`src/rtl/ifesc_pkg.sv`:
```
// Constants and carrier types for the interrupt flag, pin and sleep control
package ifesc_pkg;

  localparam int unsigned ADDR_W = 10;

  // Register indices; the byte address is four times the index
  localparam logic [7:0] CTRL_IDX  = 8'h35;
  localparam logic [7:0] TFLAG_IDX = 8'h38;
  localparam logic [7:0] TEN_IDX   = 8'h39;
  localparam logic [7:0] XFLAG_IDX = 8'h3A;
  localparam logic [7:0] XMASK_IDX = 8'h3B;
  localparam logic [7:0] GATE_IDX  = 8'h3F;
  localparam logic [7:0] CAPT_IDX  = 8'h41;
  localparam logic [7:0] STAT_IDX  = 8'h42;

  localparam logic [7:0] REG_RESET = 8'h00;

  // Control register fields
  localparam int unsigned CTRL_PERMIT  = 6;
  localparam int unsigned CTRL_KIND_LO = 4;
  localparam int unsigned CTRL_SENSEB  = 2;
  localparam int unsigned CTRL_SENSEA  = 0;
  localparam logic [7:0]  CTRL_WMASK   = 8'h7F;

  // Timer flag and enable fields
  localparam int unsigned TF_T2    = 6;
  localparam int unsigned TF_CAPT  = 5;
  localparam int unsigned TF_MA    = 4;
  localparam int unsigned TF_MB    = 3;
  localparam int unsigned TF_T1    = 2;
  localparam int unsigned TF_T0    = 0;
  localparam logic [7:0]  TF_WMASK = 8'h7D;

  // Pin flag and mask fields, gate bit
  localparam int unsigned XB_BIT   = 7;
  localparam int unsigned XA_BIT   = 6;
  localparam int unsigned GATE_BIT = 7;

  localparam logic [1:0] SENSE_LOW  = 2'h0;
  localparam logic [1:0] SENSE_FALL = 2'h2;
  localparam logic [1:0] SENSE_RISE = 2'h3;

  localparam logic [1:0] NAP_IDLE  = 2'h0;
  localparam logic [1:0] NAP_RSVD  = 2'h1;

  localparam logic [3:0] VEC_EXT_A   = 4'h1;
  localparam logic [3:0] VEC_EXT_B   = 4'h2;
  localparam logic [3:0] VEC_T2_WRAP = 4'h4;
  localparam logic [3:0] VEC_CAPT    = 4'h5;
  localparam logic [3:0] VEC_MATCH_A = 4'h6;
  localparam logic [3:0] VEC_MATCH_B = 4'h7;
  localparam logic [3:0] VEC_T1_WRAP = 4'h8;
  localparam logic [3:0] VEC_T0_WRAP = 4'h9;

  localparam int unsigned ENTRY_CYCLES  = 4;
  localparam int unsigned RETURN_CYCLES = 4;

  typedef enum logic [2:0] {
    ST_RUN, ST_ENTRY, ST_RETURN, ST_SLEEP, ST_WAKE
  } ifesc_seq_t;

  typedef struct packed {
    logic t2Wrap;
    logic t2Bottom;
    logic t2Pwm;
    logic capture;
    logic t1Tick;
    logic t1Wrap;
    logic t1Bottom;
    logic t1Pwm;
    logic t0Wrap;
  } ifesc_tmr_evt_t;

  typedef struct packed {
    logic instrDone;
    logic sleepInstr;
    logic retInstr;
  } ifesc_core_cmd_t;

endpackage
```
`src/rtl/ifesc_ctrl.sv`:
```
// Interrupt flags, external pin sensing, entry/return and sleep sequencer
//
// Behaviour
// - Timer2 wrap sets flag; vector or write-one clears
// - Pulse-width mode: timer2 leaving zero sets flag
// - Capture copies timer1 value, sets capture flag
// - Timer1 equal to value A sets flag A
// - Timer1 equal to value B sets flag B
// - Timer1 wrap or leaving zero sets flag
// - Timer0 wrap sets flag; vector or write-one clears
// - Take only with gate, enable and flag
// - Flag bit 1, control bit 7 read zero
// - Pins request even when driven as outputs
// - Low-level sense requests while pin stays low
// - Entry: four cycles, two pushes, after instruction
// - Return: four cycles, two pops, gate set
// - One main instruction before next entry
// - Sleep only with sleep permit bit set
// - Kind bits select idle, reserved, down, save
// - Pin B sense: low, reserved, fall, rise
// - Pin A sense: low, reserved, fall, rise
// - Pins sampled; pulses over one clock caught
// - Enabled interrupt wakes from idle; handler, then resume
// - Idle halts core only, wakes without delay
// - Power-down stops oscillator; level pin wakes
//
// The Avalon-MM register port was left to the implementer.
`timescale 1ns/100ps
`default_nettype none

module ifesc_ctrl
  import ifesc_pkg::*;
#(
  parameter int unsigned CNT_W       = 16,
  parameter int unsigned WAKE_CYCLES = 4
) (
  input  wire logic              core_clk,
  input  wire logic              reset,
  input  wire logic              ce,
  input  wire logic [ADDR_W-1:0] avs_address,
  input  wire logic              avs_read,
  input  wire logic              avs_write,
  input  wire logic [31:0]       avs_writedata,
  output logic      [31:0]       avs_readdata,
  output logic                   avs_waitrequest,
  input  wire ifesc_tmr_evt_t    tmrEvt,
  input  wire logic [CNT_W-1:0]  t1Count,
  input  wire logic [CNT_W-1:0]  matchAValue,
  input  wire logic [CNT_W-1:0]  matchBValue,
  input  wire logic              extPinA,
  input  wire logic              extPinB,
  input  wire ifesc_core_cmd_t   coreCmd,
  output logic                   vecTake,
  output logic      [3:0]        vecNum,
  output logic                   pushByte,
  output logic                   popByte,
  output logic                   cpuHalted,
  output logic                   oscStop,
  output logic                   gateState
);

  localparam int unsigned WAKE_W = $clog2(WAKE_CYCLES + 1);

  generate
    if (CNT_W < 1 || CNT_W > 32 || WAKE_CYCLES < 1) begin : gBadParam
      $error("ifesc_ctrl: unsupported parameter values");
    end
  endgenerate

  ifesc_seq_t          state_reg;
  logic [1:0]          cnt_reg;
  logic [WAKE_W-1:0]   wakeCnt_reg;
  logic [3:0]          entryVec_reg;
  logic                waitReq_reg;
  logic [31:0]         readData_reg;
  logic [7:0]          ctrl_reg;
  logic [7:0]          tf_reg;
  logic [7:0]          ten_reg;
  logic [7:0]          xmask_reg;
  logic                gate_reg;
  logic [1:0]          xflag_reg;
  logic [1:0]          pinSamp_reg;
  logic [1:0]          pinPrev_reg;
  logic [CNT_W-1:0]    capt_reg;
  logic                vecTake_reg;
  logic [3:0]          vecNum_reg;
  logic                pushByte_reg;
  logic                popByte_reg;
  logic                cpuHalted_reg;
  logic                oscStop_reg;

  logic                busReq;
  logic                wrAcc;
  logic [7:0]          regSel;
  logic                aligned;
  logic [7:0]          wb;
  logic [31:0]         rdMux;
  logic [1:0]          xEdge;
  logic [1:0]          xLevel;
  logic [1:0]          xMaskBits;
  logic [1:0]          sense [2];
  logic [7:0]          tfSet;
  logic [7:0]          hwClrTf;
  logic [1:0]          hwClrX;
  logic [8:0]          pend;
  logic                anyTake;
  logic                clrHw;
  logic [1:0]          napKind;
  logic                deepWake;

  assign avs_readdata    = readData_reg;
  assign avs_waitrequest = waitReq_reg;
  assign vecTake         = vecTake_reg;
  assign vecNum          = vecNum_reg;
  assign pushByte        = pushByte_reg;
  assign popByte         = popByte_reg;
  assign cpuHalted       = cpuHalted_reg;
  assign oscStop         = oscStop_reg;
  assign gateState       = gate_reg;

  function automatic logic [3:0] firstVec(input logic [8:0] p);
    logic [3:0] v;
    v = 4'h0;
    for (int k = 8; k >= 0; k--) begin
      if (p[k]) begin
        v = 4'(k + 1);
      end
    end
    return v;
  endfunction

  //////////////////////////////////////////////////////////////////////////
  // Register bus slave

  assign busReq  = avs_read | avs_write;
  assign wrAcc   = avs_write & ~waitReq_reg;
  assign regSel  = avs_address[ADDR_W-1:2];
  assign aligned = (avs_address[1:0] == 2'h0);
  assign wb      = avs_writedata[7:0];

  always_comb begin
    rdMux = 32'h0000_0000;
    if (aligned) begin
      case (regSel)
        CTRL_IDX:  rdMux = {24'h00_0000, ctrl_reg};
        TFLAG_IDX: rdMux = {24'h00_0000, tf_reg};
        TEN_IDX:   rdMux = {24'h00_0000, ten_reg};
        XFLAG_IDX: rdMux = {24'h00_0000, xflag_reg, 6'h00};
        XMASK_IDX: rdMux = {24'h00_0000, xmask_reg};
        GATE_IDX:  rdMux = {24'h00_0000, gate_reg, 7'h00};
        CAPT_IDX:  rdMux = 32'(capt_reg);
        STAT_IDX:  rdMux = {24'h00_0000, entryVec_reg,
                            state_reg == ST_RETURN,
                            state_reg == ST_ENTRY,
                            oscStop_reg, cpuHalted_reg};
        default:   rdMux = 32'h0000_0000;
      endcase
    end
  end

  // One wait cycle per access
  always_ff @(posedge core_clk) begin
    if (reset) begin
      waitReq_reg  <= 1'b1;
      readData_reg <= 32'h0000_0000;
    end else if (ce) begin
      waitReq_reg <= ~(busReq & waitReq_reg);
      if (avs_read && waitReq_reg) begin
        readData_reg <= rdMux;
      end
    end
  end

  always_ff @(posedge core_clk) begin
    if (reset) begin
      ctrl_reg  <= REG_RESET;
      ten_reg   <= REG_RESET;
      xmask_reg <= REG_RESET;
    end else if (ce && wrAcc && aligned) begin
      if (regSel == CTRL_IDX) begin
        ctrl_reg <= wb & CTRL_WMASK;
      end
      if (regSel == TEN_IDX) begin
        ten_reg <= wb & TF_WMASK;
      end
      if (regSel == XMASK_IDX) begin
        xmask_reg <= wb & 8'hC0;
      end
    end
  end

  //////////////////////////////////////////////////////////////////////////
  // External pins

  assign sense[0]  = ctrl_reg[CTRL_SENSEA +: 2];
  assign sense[1]  = ctrl_reg[CTRL_SENSEB +: 2];
  assign xMaskBits = {xmask_reg[XB_BIT], xmask_reg[XA_BIT]};

  always_ff @(posedge core_clk) begin
    if (reset) begin
      pinSamp_reg <= 2'h3;
      pinPrev_reg <= 2'h3;
    end else if (ce) begin
      pinSamp_reg <= {extPinB, extPinA};
      pinPrev_reg <= pinSamp_reg;
    end
  end

  always_comb begin
    for (int i = 0; i < 2; i++) begin
      unique case (sense[i])
        SENSE_FALL: xEdge[i] = pinPrev_reg[i] & ~pinSamp_reg[i];
        SENSE_RISE: xEdge[i] = ~pinPrev_reg[i] & pinSamp_reg[i];
        default:    xEdge[i] = 1'b0;
      endcase
      xLevel[i] = (sense[i] == SENSE_LOW) & ~pinSamp_reg[i];
    end
  end

  // Edge flags: set wins over clear, held clear in level mode
  always_ff @(posedge core_clk) begin
    if (reset) begin
      xflag_reg <= 2'h0;
    end else if (ce) begin
      for (int i = 0; i < 2; i++) begin
        if (xEdge[i]) begin
          xflag_reg[i] <= 1'b1;
        end else if (sense[i] == SENSE_LOW || hwClrX[i] ||
                     (wrAcc && aligned && regSel == XFLAG_IDX &&
                      wb[XA_BIT + i])) begin
          xflag_reg[i] <= 1'b0;
        end
      end
    end
  end

  //////////////////////////////////////////////////////////////////////////
  // Timer flags

  always_comb begin
    tfSet = 8'h00;
    tfSet[TF_T2]   = tmrEvt.t2Pwm ? tmrEvt.t2Bottom : tmrEvt.t2Wrap;
    tfSet[TF_CAPT] = tmrEvt.capture;
    tfSet[TF_MA]   = tmrEvt.t1Tick && (t1Count == matchAValue);
    tfSet[TF_MB]   = tmrEvt.t1Tick && (t1Count == matchBValue);
    tfSet[TF_T1]   = tmrEvt.t1Pwm ? tmrEvt.t1Bottom : tmrEvt.t1Wrap;
    tfSet[TF_T0]   = tmrEvt.t0Wrap;
  end

  always_comb begin
    hwClrTf = 8'h00;
    hwClrX  = 2'h0;
    if (clrHw) begin
      case (entryVec_reg)
        VEC_EXT_A:   hwClrX[0]        = 1'b1;
        VEC_EXT_B:   hwClrX[1]        = 1'b1;
        VEC_T2_WRAP: hwClrTf[TF_T2]   = 1'b1;
        VEC_CAPT:    hwClrTf[TF_CAPT] = 1'b1;
        VEC_MATCH_A: hwClrTf[TF_MA]   = 1'b1;
        VEC_MATCH_B: hwClrTf[TF_MB]   = 1'b1;
        VEC_T1_WRAP: hwClrTf[TF_T1]   = 1'b1;
        VEC_T0_WRAP: hwClrTf[TF_T0]   = 1'b1;
        default:     hwClrTf          = 8'h00;
      endcase
    end
  end

  always_ff @(posedge core_clk) begin
    if (reset) begin
      tf_reg <= REG_RESET;
    end else if (ce) begin
      tf_reg <= ((tf_reg & ~(hwClrTf |
                 ((wrAcc && aligned && regSel == TFLAG_IDX) ? wb : 8'h00)))
                 | tfSet) & TF_WMASK;
    end
  end

  always_ff @(posedge core_clk) begin
    if (reset) begin
      capt_reg <= '0;
    end else if (ce && tmrEvt.capture) begin
      capt_reg <= t1Count;
    end
  end

  //////////////////////////////////////////////////////////////////////////
  // Request qualification and sequencer

  assign pend = {tf_reg[TF_T0] & ten_reg[TF_T0],
                 tf_reg[TF_T1] & ten_reg[TF_T1],
                 tf_reg[TF_MB] & ten_reg[TF_MB],
                 tf_reg[TF_MA] & ten_reg[TF_MA],
                 tf_reg[TF_CAPT] & ten_reg[TF_CAPT],
                 tf_reg[TF_T2] & ten_reg[TF_T2],
                 1'b0,
                 (xflag_reg[1] | xLevel[1]) & xMaskBits[1],
                 (xflag_reg[0] | xLevel[0]) & xMaskBits[0]};
  assign anyTake  = gate_reg & (|pend);
  assign clrHw    = (state_reg == ST_ENTRY) &&
                    (cnt_reg == 2'(ENTRY_CYCLES - 2));
  assign napKind  = ctrl_reg[CTRL_KIND_LO +: 2];
  assign deepWake = gate_reg & (|(xLevel & xMaskBits));

  always_ff @(posedge core_clk) begin
    if (reset) begin
      state_reg     <= ST_RUN;
      cnt_reg       <= 2'h0;
      wakeCnt_reg   <= '0;
      entryVec_reg  <= 4'h0;
      gate_reg      <= 1'b0;
      vecTake_reg   <= 1'b0;
      vecNum_reg    <= 4'h0;
      pushByte_reg  <= 1'b0;
      popByte_reg   <= 1'b0;
      cpuHalted_reg <= 1'b0;
      oscStop_reg   <= 1'b0;
    end else if (ce) begin
      vecTake_reg  <= 1'b0;
      pushByte_reg <= 1'b0;
      popByte_reg  <= 1'b0;
      if (wrAcc && aligned && regSel == GATE_IDX) begin
        gate_reg <= wb[GATE_BIT];
      end
      unique case (state_reg)
        ST_RUN: begin
          if (coreCmd.retInstr) begin
            state_reg <= ST_RETURN;
            cnt_reg   <= 2'h0;
          end else if (coreCmd.sleepInstr && ctrl_reg[CTRL_PERMIT] &&
                       napKind != NAP_RSVD) begin
            state_reg     <= ST_SLEEP;
            cpuHalted_reg <= 1'b1;
            oscStop_reg   <= napKind[1];
          end else if (coreCmd.instrDone && anyTake) begin
            state_reg    <= ST_ENTRY;
            cnt_reg      <= 2'h0;
            entryVec_reg <= firstVec(pend);
            gate_reg     <= 1'b0;
          end
        end
        ST_ENTRY: begin
          cnt_reg      <= cnt_reg + 2'h1;
          pushByte_reg <= (cnt_reg < 2'h2);
          if (clrHw) begin
            vecTake_reg <= 1'b1;
            vecNum_reg  <= entryVec_reg;
          end
          if (cnt_reg == 2'(ENTRY_CYCLES - 1)) begin
            state_reg <= ST_RUN;
          end
        end
        ST_RETURN: begin
          cnt_reg     <= cnt_reg + 2'h1;
          popByte_reg <= (cnt_reg < 2'h2);
          if (cnt_reg == 2'(RETURN_CYCLES - 2)) begin
            gate_reg <= 1'b1;
          end
          if (cnt_reg == 2'(RETURN_CYCLES - 1)) begin
            state_reg <= ST_RUN;
          end
        end
        ST_SLEEP: begin
          if (napKind == NAP_IDLE && anyTake) begin
            state_reg     <= ST_ENTRY;
            cnt_reg       <= 2'h0;
            entryVec_reg  <= firstVec(pend);
            gate_reg      <= 1'b0;
            cpuHalted_reg <= 1'b0;
          end else if (napKind[1] && deepWake) begin
            state_reg   <= ST_WAKE;
            wakeCnt_reg <= '0;
            oscStop_reg <= 1'b0;
          end
        end
        ST_WAKE: begin
          wakeCnt_reg <= wakeCnt_reg + WAKE_W'(1);
          if (wakeCnt_reg == WAKE_W'(WAKE_CYCLES - 1)) begin
            cpuHalted_reg <= 1'b0;
            if (anyTake) begin
              state_reg    <= ST_ENTRY;
              cnt_reg      <= 2'h0;
              entryVec_reg <= firstVec(pend);
              gate_reg     <= 1'b0;
            end else begin
              state_reg <= ST_RUN;
            end
          end
        end
      endcase
    end
  end
endmodule

`default_nettype wire

```
`config.mk`:
```
export PLATFORM = sky130hd
export DESIGN_NAME = ifesc_ctrl
export DESIGN_NICKNAME = d
export VERILOG_FILES = /design/src/rtl/ifesc_pkg.sv /design/src/rtl/ifesc_ctrl.sv
export SDC_FILE = /design/constraint.sdc
export NUM_CORES = 1
export LEC_CHECK = 0
export BUFFER_PORTS_ARGS = -buffer_cell sky130_fd_sc_hd__buf_4
export CORE_ASPECT_RATIO = 0.5
export CORE_MARGIN = 4
export CORE_UTILIZATION = 35
export DETAILED_ROUTE_END_ITERATION = 8
export SYNTH_ARGS = -nofsm -noshare
export SYNTH_HDL_FRONTEND = slang
export SYNTH_SLANG_ARGS = --single-unit
```
`constraint.sdc`:
```
create_clock -name core_clk -period 1.7 [get_ports core_clk]
set_input_delay 0.085 -clock core_clk [delete_from_list [all_inputs] [get_ports core_clk]]
set_output_delay 0.085 -clock core_clk [all_outputs]
set_load 0.005 [all_outputs]
```
* Word level (Yosys, flattened, before mapping) *
Index checks and enable logic that the tools add are counted.

cells by class
  $add $sub $neg = 2
  multiplexer cells = 78
  shifts and indexed selects = 0
  reduce and logical (&&, ||, !) cells = 48
  multiply operators = 0
  bitwise gates (word level) = 32
  eq/ne operators = 44
  $lt $le $gt $ge = 1
  div/mod/pow operators = 0

operators by type and width
  cell                                                  count
  one-hot mux 16 bit (8 select lines)                   1
  two-way mux 4 bit                                     14
  equality test 8 x 6 -> 1 bit (second input constant)  6
  two-way mux 1 bit                                     35
  equality test 16 bit                                  2
  two-way mux 32 bit                                    1
  two-way mux 3 bit                                     9
  AND 1 bit                                             18
  logical AND 1 bit                                     18
  inequality test 2 bit (second input constant)         9
  AND reduction 6 bit                                   3
  equality test 4 x 3 -> 1 bit (second input constant)  4
  equality test 8 x 7 -> 1 bit (second input constant)  2
  two-way mux 2 bit                                     7
  two-way mux 7 bit                                     2
  bitwise OR 7 bit                                      2
  equality test 2 bit (second input constant)           6
  one-hot mux 3 bit (4 select lines)                    1
  one-hot mux 4 bit (3 select lines)                    1
  AND reduction 2 bit                                   6
  equality test 3 x 2 -> 1 bit (second input constant)  3
  inequality test 3 bit (second input constant)         3
  equality test 4 bit (second input constant)           2
  logical NOT 2 bit                                     4
  other kinds (29)                                      46

word-level totals
  register bits = 98
  memories kept = 0
  latch bits = 0
  bits in writable memories = 0
  output and inout port bits = 43
  bits in read-only memories = 0
  input port bits = 109
  logic and storage cells = 227

* Logic depth before layout (Yosys ltp) *
Gate-level depths: netlist of the first run.

  word-level depth = 13
  mapped depth = 7
  gate-level depth less buffers = 7

* Least setup slack after synthesis of the first run *
No wires, ideal clock.

  path type = register to register
  from = register waitReq_reg (netlist: avs_waitrequest)
  to = register readData_reg[0] (netlist: avs_readdata[0])
  buffers on the path = 0
  data arrival time = 1.742 ns
  stages on the path, launching flop included = 5
  clock period less this slack = 1.803 ns
  path slack = -0.103 ns
  cells stage by stage = dfxtp_1 nand3_1 or3_1 a2111oi_4 a22o_1

between the ends
  word-level cells in the longest chain between the ends = 2

ends and longest elaborated chain
  item                                  RTL line           RTL
  start, declared                       ifesc_ctrl.sv:74   logic waitReq_reg;
  start signal, assigned                ifesc_ctrl.sv:167  waitReq_reg <= ~(busReq & waitReq_reg);
  logical AND 1 bit                     ifesc_ctrl.sv:168  if (avs_read && waitReq_reg) begin
  AND reduction 2 bit (no source line)  n/a
  end signal, assigned                  ifesc_ctrl.sv:169  readData_reg <= rdMux;
  end, declared                         ifesc_ctrl.sv:75   logic [31:0] readData_reg;

No other way between the ends.
A chain may end at the register's enable or synchronous reset.

* Worst setup path after layout of the first run *
  from = register state_reg[0]
  to = register cnt_reg[0]

between the ends
  word-level cells in the longest chain between the ends = 3
  elaborated cells on any way between the ends = 13
  classes of those cells = eq/ne: 9; mux: 1; reduce/logical: 3

ends and longest elaborated chain
  item                                                                                        RTL line           RTL
  start, declared                                                                             ifesc_ctrl.sv:70   ifesc_seq_t state_reg;
  start signal, assigned                                                                      ifesc_ctrl.sv:306  state_reg <= ST_RUN;
  start signal, assigned                                                                      ifesc_ctrl.sv:327  state_reg <= ST_RETURN;
  start signal, assigned                                                                      ifesc_ctrl.sv:331  state_reg <= ST_SLEEP;
  equality test 3 x 2 -> 1 bit, or another cell as far along                                  ifesc_ctrl.sv:324  unique case (state_reg)
  inequality test 2 bit (no source line), or another cell as far along                        n/a
  AND reduction 6 bit (no source line) or one-hot mux 2 bit (4 select lines) (tied branches)  n/a
  end signal, assigned                                                                        ifesc_ctrl.sv:342  cnt_reg <= cnt_reg + 2'h1;
  end signal, assigned                                                                        ifesc_ctrl.sv:353  cnt_reg <= cnt_reg + 2'h1;
  end, declared                                                                               ifesc_ctrl.sv:71   logic [1:0] cnt_reg;

Parallel ways exist; a longest one is shown, timed or not.

==> results.toml, run 1 <==
[outcome]
status = "complete, but fails checks"
violations = "negative setup slack"

[synthesis]
synth_edf_count = 0
ys_seq_area_frac = 0.3570
ys_ff_latch = 82
async_reset_ff_frac = 0
netlist_area_um2 = 4598
netlist_instances = 551
netlist-cell-type-count = 63
yosys_warnings = 0
synth_area_per_cell_um2 = 8.345
synth_flop_cell = "dfxtp_1"

[floorplanning]
initial_core_util = 0.3600
die_x_um = 170.1
die_h_um = 89.05
num_rows = 29
coreArea_um2 = 12770
dieArea_um2 = 15150
ioPinCount = 152

[grt]
gr-total-overflow = 0
grt_max_degree = 37
gr-max-usage-layer = "met2"
use_met1 = 0.2487
grt_pass1_wl_um = 22750
grt_use_met2 = 0.3288
grt.total_usage = 0.1910
antenna_found_initial = 0
grt_pass1_vias = 4458
grt_use_met3 = 0.04770

[worst_setup_path]
path_max_fanout = 3
cp_cell_sequence = "buf_4 -> or4_4 -> a21oi_2 -> a211oi_2 -> o211a_1 -> and2_4 -> o31ai_4"
crit_cells = 7
endpoint_kind = "register"
crit_arrival_ps = 2040
max_stage_delay_ps = 540
reg2reg_depth = 7
cp_top_family = "simple AND/OR/NAND/NOR gates"
critical_path.startpoint_type = "register"
crit_type = "register to register"
critical_path.slowest_cell = "or4_4"
crit_required_ps = 1960
crit_buf_inv = 1

[routing]
dr.pass1.iters = 5
vias_per_cell = 5.201
drc = 0
routed_wirelength_um = 14990
routedWlPerCell_um = 16.37
drt_iter0_drc = 299
ant_nets = 0
via_count = 4764

[hold_path]
hold_class = "primary input to register"
whs_path_depth = 3

[placement]
port_buffers = 111
gp_congestion = 0.8762
hpwl_um = 11560
placed_area_um2 = 6172

[timing]
rsz0062_at_grt = "true"
worstMarginPinSlew_ps = 586.9
fmax_ghz = 0.5624
drv_slew = 0
setup_ws_ps = -78.03
post-route-period-util = 1.046
min_period_ps = 1778
setup_violations = 6
hold_violations = 0
slew_headroom = 0.6078
skew_ps = 7.356

[clocking]
cts_sinks = 82
cts_made_buffers = 9
clk_pin_slew_ps = 60
h-tree-depth = 3
cts_max_path_buffers = 2
insertion_delay_ps = 340
cts_tree = "built"
cts_root_buffer = "clkbuf_16"

[final_layout]
drive_gt1_frac = 0.3794
fin_area_um2 = 6805
register_area_um2 = 1649
multi_input_area_um2 = 2995
layout.nets = 854
final_cell_mix = "197 x buf_4, 78 x dfxtp_1, 76 x nand2_1"
final_common_cell = "buf_4"
nFillCells = 1202
areaGrowthSynthToFinish_pct = 48.00
final_util = 0.5328
antenna_cells = 0

[power]
power.leakage_nw = 2.846
max-vdd-ir-drop_mv = 0.4121
power.density_nw_per_um2 = 781.6

[job]
maxCapViolations = 0
[stage by stage]
step                std cells  setup slack, ps  hold slack (ps)  TNS [ps]  power, mW
floorplan                 566           -26.37            213.6    -49.20      2.521
global placement          892           -112.3            306.5    -642.8      2.982
detailed placement        892           -151.6            310.0    -930.1      2.992
CTS                       910           -96.02            2.436    -477.1      5.251
global route              916           -139.0            12.87     -1398      5.497
finish                    916           -78.03            10.96    -192.3      5.319
[Yosys cell counts, types with 3 or more instances]
cell type | instances | area share
o21ai_0 | 13 | 0.014
and3b_1 | 3 | 0.0057
clkbuf_1 | 17 | 0.014
nand2_1 | 78 | 0.064
o31ai_1 | 4 | 0.0065
nand4_1 | 8 | 0.011
nor3_1 | 8 | 0.0087
nand2b_1 | 3 | 0.0041
nor4_1 | 3 | 0.0041
buf_1 | 3 | 0.0024
ha_1 | 4 | 0.011
nand3b_1 | 7 | 0.011
xnor2_1 | 33 | 0.063
a22oi_1 | 27 | 0.044
buf_4 | 16 | 0.026
nor2b_1 | 6 | 0.0082
mux2_2 | 6 | 0.015
mux2i_1 | 27 | 0.059
buf_2 | 6 | 0.0065
nor2_1 | 56 | 0.046
inv_1 | 5 | 0.0041
a32oi_1 | 3 | 0.0057
a22o_1 | 8 | 0.015
nor3b_1 | 6 | 0.0098
and2_1 | 3 | 0.0041
o211ai_1 | 7 | 0.011
a21oi_1 | 38 | 0.041
dfxtp_1 | 82 | 0.36
nand3_1 | 18 | 0.020
a31oi_1 | 8 | 0.011
[area by class of cell]
type	count	area share
multi-input combinational	437	0.4402
sequential	82	0.2423
timing repair buffer	206	0.2331
clock buffer	9	0.03309
tap	170	0.03126
clock inverter	7	0.01728
inverter	5	0.002758
[path summary, 6_finish.rpt]
check | startpoint | end | slack [ps]
max | state_reg[0] | cnt_reg[0] | -80
min reg2reg | capt_reg[13] | capt_reg[13] | 460
min | tmrEvt[0] | tf_reg[0] | 10
max reg2reg | state_reg[0] | cnt_reg[0] | -80
[cell families after synthesis]
family,share of synthesized area
AOI/OAI and AO/OA,0.2057
buffers and inverters,0.05306
adders and majority gates,0.01088
muxes,0.07347
and+or+nand+nor,0.2362
other,0.0008155
xor gates and xnor gates,0.06286
DFF,0.3570
[worst reg2reg max path: cells and delay by family, from the launching register on]
kind	cells	cell delay, ps
and+or+nand+nor	2	700
AOI/OAI and AO/OA	4	550
DFF	1	320
buffers and inverters	1	140
[power breakdown]
group / internal [mW] / total, mW / switching, mW
Combinational: 0.544 / 1.05 / 0.509
Clock: 1.44 / 2.25 / 0.817
Sequential: 1.97 / 2.01 / 0.0395
Total: 3.95 / 5.32 / 1.36
[layer usage]
layer	wire (um)	vias up
li1	-	2349
met1	6660	2230
met2	7034	173
met3	1198	12
met4	101	0
met5	0	-
[what timing repair did]
action	in CTS	in global routing
hold buffers	2	0
pin swaps	5	24
hold endpoints to repair	2	0
endpoints found under the setup margin	22	34
gates resized for setup	13	45
setup buffers	0	6
No activity file was read; power rests on OpenSTA's default activity.
==> inputs of run 2 (changes only) <==
Settings changed: PLACE_DENSITY set to 0.72.
==> results.toml, run 2 (synthesis gave the netlist of run 1 again) <==
[routing]
vias_per_cell = 5.332
drt_iter0_drc = 367
ant_nets = 0
via_count = 4905
dr.pass1.iters = 5
routedWlPerCell_um = 17.01
drc = 0
routed_wirelength_um = 15650

[timing]
hold_violations = 0
drv_slew = 0
setup_violations = 6
holdWs_ps = 13.19
slew_headroom = 0.6083
skew_ps = 4.833
min_period_ps = 1781
fmax_ghz = 0.5614
rsz0062_at_grt = "true"
setup_ws_ps = -81.38
post-route-period-util = 1.048
worstMarginPinSlew_ps = 586.2

[final_layout]
areaGrowthSynthToFinish_pct = 49.09
antenna_cells = 0
layout.nets = 858
final_common_cell = "buf_4"
stdcell_count = 920
fin_area_um2 = 6855
final_cell_mix = "196 x buf_4, 78 x nand2_1, 77 x dfxtp_1"
final_util = 0.5367
drive_gt1_frac = 0.3813
nFillCells = 1146

[clocking]
cts_max_path_buffers = 2
cts_root_buffer = "clkbuf_16"
insertion_delay_ps = 340
cts_made_buffers = 9
cts_tree = "built"
h-tree-depth = 3
cts_sinks = 82
clk_pin_slew_ps = 70

[outcome]
status = "complete, but fails checks"
violations = "negative setup slack"

[worst_setup_path]
reg2reg_to = "cnt_reg[0]"
reg2reg_depth = 8
r2r_slack_ps = -80
path_max_fanout = 3
critical_path.startpoint_type = "register"
endpoint_kind = "register"
crit_type = "register to register"
reg2reg_from = "state_reg[0]"
crit_required_ps = 1960
crit_arrival_ps = 2040

[floorplanning]
num_rows = 29
die_x_um = 170.1
dieArea_um2 = 15150
ioPinCount = 152
die_h_um = 89.05
coreArea_um2 = 12770
initial_core_util = 0.3600

[power]
power.leakage_nw = 2.834
power.density_nw_per_um2 = 765.8
max-vdd-ir-drop_mv = 0.3912

[grt]
grt_use_met3 = 0.05345
gr-total-overflow = 0
grt_use_met2 = 0.3453
grt_max_degree = 37
grt.total_usage = 0.2040
antenna_found_initial = 0
use_met1 = 0.2586
grt_pass1_wl_um = 24360
gr-max-usage-layer = "met2"
grt_pass1_vias = 4825

[hold_path]
hold_class = "primary input to register"
hold_start = "avs_writedata[3]"
hold_end = "ten_reg[3]"
whs_path_depth = 3

[placement]
gp_congestion = 0.9226
port_buffers = 111
dp.cells = 895
placed_area_um2 = 6207
hpwl_um = 11960
detailedPlace.worstSlack_ps = -107.3

[job]
maxCapViolations = 0
run 2: cell count changes in the layout (fill, tap and decap cells not counted), sizes merged:
cell / change
buf: +2
bufinv: -1
clkinv: -2
dlygate4sd3: +2
inv: +3
run 2: report_power, final:
part	internal, mW	switching (mW)
sequential	1.98	0.0427
clock	1.31	0.852
combinational	0.551	0.517
run 2: final cells by class:
cell class / count / area (um^2) / area share
clock buffer: 9 / 225.2 / 0.03285
clock inverter: 7 / 106.4 / 0.01551
inverter: 5 / 18.77 / 0.002738
multi-input combinational: 437 / 3000 / 0.4377
sequential: 82 / 1650 / 0.2407
tap: 170 / 212.7 / 0.03103
timing repair buffer: 210 / 1642 / 0.2395
run 2: worst max path at each step:
stage	to	from	cells after the start
2_1_floorplan	state_reg[2]	state_reg[0]	7
3_3_place_gp	gateState	avs_waitrequest	7
3_5_place_dp	state_reg[1]	state_reg[1]	9
4_1_cts	cnt_reg[0]	state_reg[0]	7
5_1_grt	cnt_reg[0]	state_reg[0]	7
6_report	cnt_reg[0]	state_reg[0]	8
run 2: worst max-delay path, cell delays in order (launching register included):
cell,delay [ps]
dfxtp_2,340
buf_6,120
or3b_1,400
buf_4,160
a21oi_2,120
a211oi_1,70
o211a_1,150
and2_4,170
o31ai_2,170
run 2: layer usage:
| layer | vias to the layer above | share of wire |
|---|---|---|
| li1 | 2356 | - |
| met1 | 2288 | 0.43 |
| met2 | 223 | 0.46 |
| met3 | 38 | 0.083 |
| met4 | 0 | 0.026 |
| met5 | - | 0 |
run 2: repair_timing:
action	in CTS	in global routing
setup endpoints to repair	16	40
hold buffers	4	0
pin swaps	7	12
resized for setup	21	37
setup buffers	2	3
hold endpoints to repair	4	0
run 2: stage by stage:
stage / power (mW) / setup TNS (ps)
finish: 5.250 / -216.6
floorplan: 2.521 / -49.20
detailed placement: 2.984 / -970.6
global placement: 2.974 / -345.4
global route: 5.477 / -1266
CTS: 5.205 / -232.4
==> inputs of run 3 (changes only) <==
Settings changed: PLACE_DENSITY 0.72 to 0.7, RECOVER_POWER set to 25.
Clock period 1.7 ns to 1.9 ns, I/O delays scaled along.
==> results.toml, run 3 (synthesis gave the netlist of run 1 again) <==
[grt]
use_met1 = 0.2502
grt_pass1_vias = 4406
antenna_found_initial = 0
grt_max_degree = 41
gr-max-usage-layer = "met2"
grt.total_usage = 0.1926
gr-total-overflow = 0
grt_pass1_wl_um = 22910
grt_use_met3 = 0.04682
grt_use_met2 = 0.3259

[job]
maxCapViolations = 0

[placement]
dp.cells = 855
port_buffers = 111
hpwl_um = 11290
gp_congestion = 0.9365
detailedPlace.worstSlack_ps = -7.012

[worst_setup_path]
path_max_fanout = 11
critical_path.startpoint_type = "register"
crit_type = "register to register"
crit_arrival_ps = 2080
reg2reg_from = "state_reg[1]"
critPathCapture = "entryVec_reg[0]"
endpoint_kind = "register"
startpoint = "state_reg[1]"
reg2reg_to = "entryVec_reg[0]"
reg2reg_depth = 6
crit_required_ps = 2150
r2r_slack_ps = 80

[power]
max-vdd-ir-drop_mv = 0.3657
power.leakage_nw = 2.524
power.density_nw_per_um2 = 698.1

[final_layout]
multi_input_area_um2 = 2816
nFillCells = 1229
final_cell_mix = "138 x buf_4, 79 x dfxtp_1, 76 x nand2_1"
layout.nets = 812
drive_gt1_frac = 0.2969
areaGrowthSynthToFinish_pct = 35.59
stdcell_count = 874
final_common_cell = "buf_4"
antenna_cells = 0
register_area_um2 = 1648

[timing]
worstMarginPinSlew_ps = 547.2
post-route-period-util = 0.9600
rsz0062_at_grt = "true"
setup_ws_ps = 76.09
skew_ps = 9.687
hold_violations = 0
fmax_ghz = 0.5483
min_period_ps = 1824
slew_headroom = 0.6343
setup_violations = 0
drv_slew = 0

[clocking]
cts_made_buffers = 9
clk_pin_slew_ps = 60
cts_max_path_buffers = 2
h-tree-depth = 3
insertion_delay_ps = 340
cts_root_buffer = "clkbuf_16"
cts_sinks = 82
post_cts_buffers = 0
cts_tree = "built"

[routing]
drt_iter0_drc = 327
vias_per_cell = 5.302
drc = 0
dr.pass1.iters = 5
ant_nets = 0
routed_wirelength_um = 14460
routedWlPerCell_um = 16.55
via_count = 4634

[floorplanning]
coreArea_um2 = 12770
die_h_um = 89.05
initial_core_util = 0.3600
dieArea_um2 = 15150
die_x_um = 170.1
ioPinCount = 152
num_rows = 29

[hold_path]
hold_class = "primary input to register"

[outcome]
status = "completed"
==> run 3: worst min path at each step <==
stage,from,end,cells after the start,slack (ps)
after floorplan,extPinB,pinSamp_reg[1],2,220
after global placement,extPinA,pinSamp_reg[0],3,310
after detailed placement,extPinA,pinSamp_reg[0],3,320
after CTS,avs_writedata[0],ctrl_reg[0],3,9
after global routing,t1Count[12],capt_reg[12],3,20
final,avs_writedata[0],ctrl_reg[0],3,20
==> run 3: repair_timing <==
item / 4_1_cts / 5_1_grt
hold endpoints to repair: 3 / 0
hold buffers: 3 / 0
setup endpoints to repair: 1 / 35
gates resized for setup: 2 / 14
pin swaps: 0 / 3
==> run 3: layout make-up <==
cell class                 count  share of cell area
sequential                    82              0.2643
multi-input combinational    437              0.4517
tap                          170             0.03412
inverter                       5            0.003010
clock inverter                 7             0.01244
clock buffer                   9             0.03612
timing repair buffer         164              0.1983
==> run 3: metal layers <==
| metal | wire [um] | up-vias | share of wire |
|---|---|---|---|
| met3 | 1207 | 18 | 0.083 |
| met1 | 6306 | 2123 | 0.44 |
| met5 | 0 | - | 0 |
| li1 | - | 2271 | - |
| met4 | 175 | 0 | 0.012 |
| met2 | 6774 | 222 | 0.47 |
==> run 3: per-stage QoR <==
| stage | power, mW | TNS (ps) | util | hold slack, ps | cell area (um^2) |
|---|---|---|---|---|---|
| detailed placement | 2.580 | -7.012 | 0.4591 | 318.3 | 5863 |
| floorplan | 2.241 | 0 | - | 223.6 | 4654 |
| CTS | 4.368 | 0 | 0.4856 | 8.672 | 6202 |
| finish | 4.352 | 0 | 0.4881 | 21.15 | 6235 |
| global route | 4.538 | -22.04 | 0.4881 | 19.61 | 6235 |
| global placement | 2.571 | 0 | 0.4591 | 313.8 | 5863 |
==> run 3: power by group <==
part / total (mW) / switching [mW] / internal (mW)
logic: 0.750 / 0.375 / 0.375
registers: 1.82 / 0.0514 / 1.77
clock network: 1.78 / 0.755 / 1.03
total: 4.35 / 1.18 / 3.17
==> run 3: worst max-delay path, stage by stage (launching register included) <==
cell,delay [ps]
dfxtp_4,380
or3_1,360
nor2_1,230
a41o_1,260
o211a_1,200
a21oi_1,70
a311oi_1,220
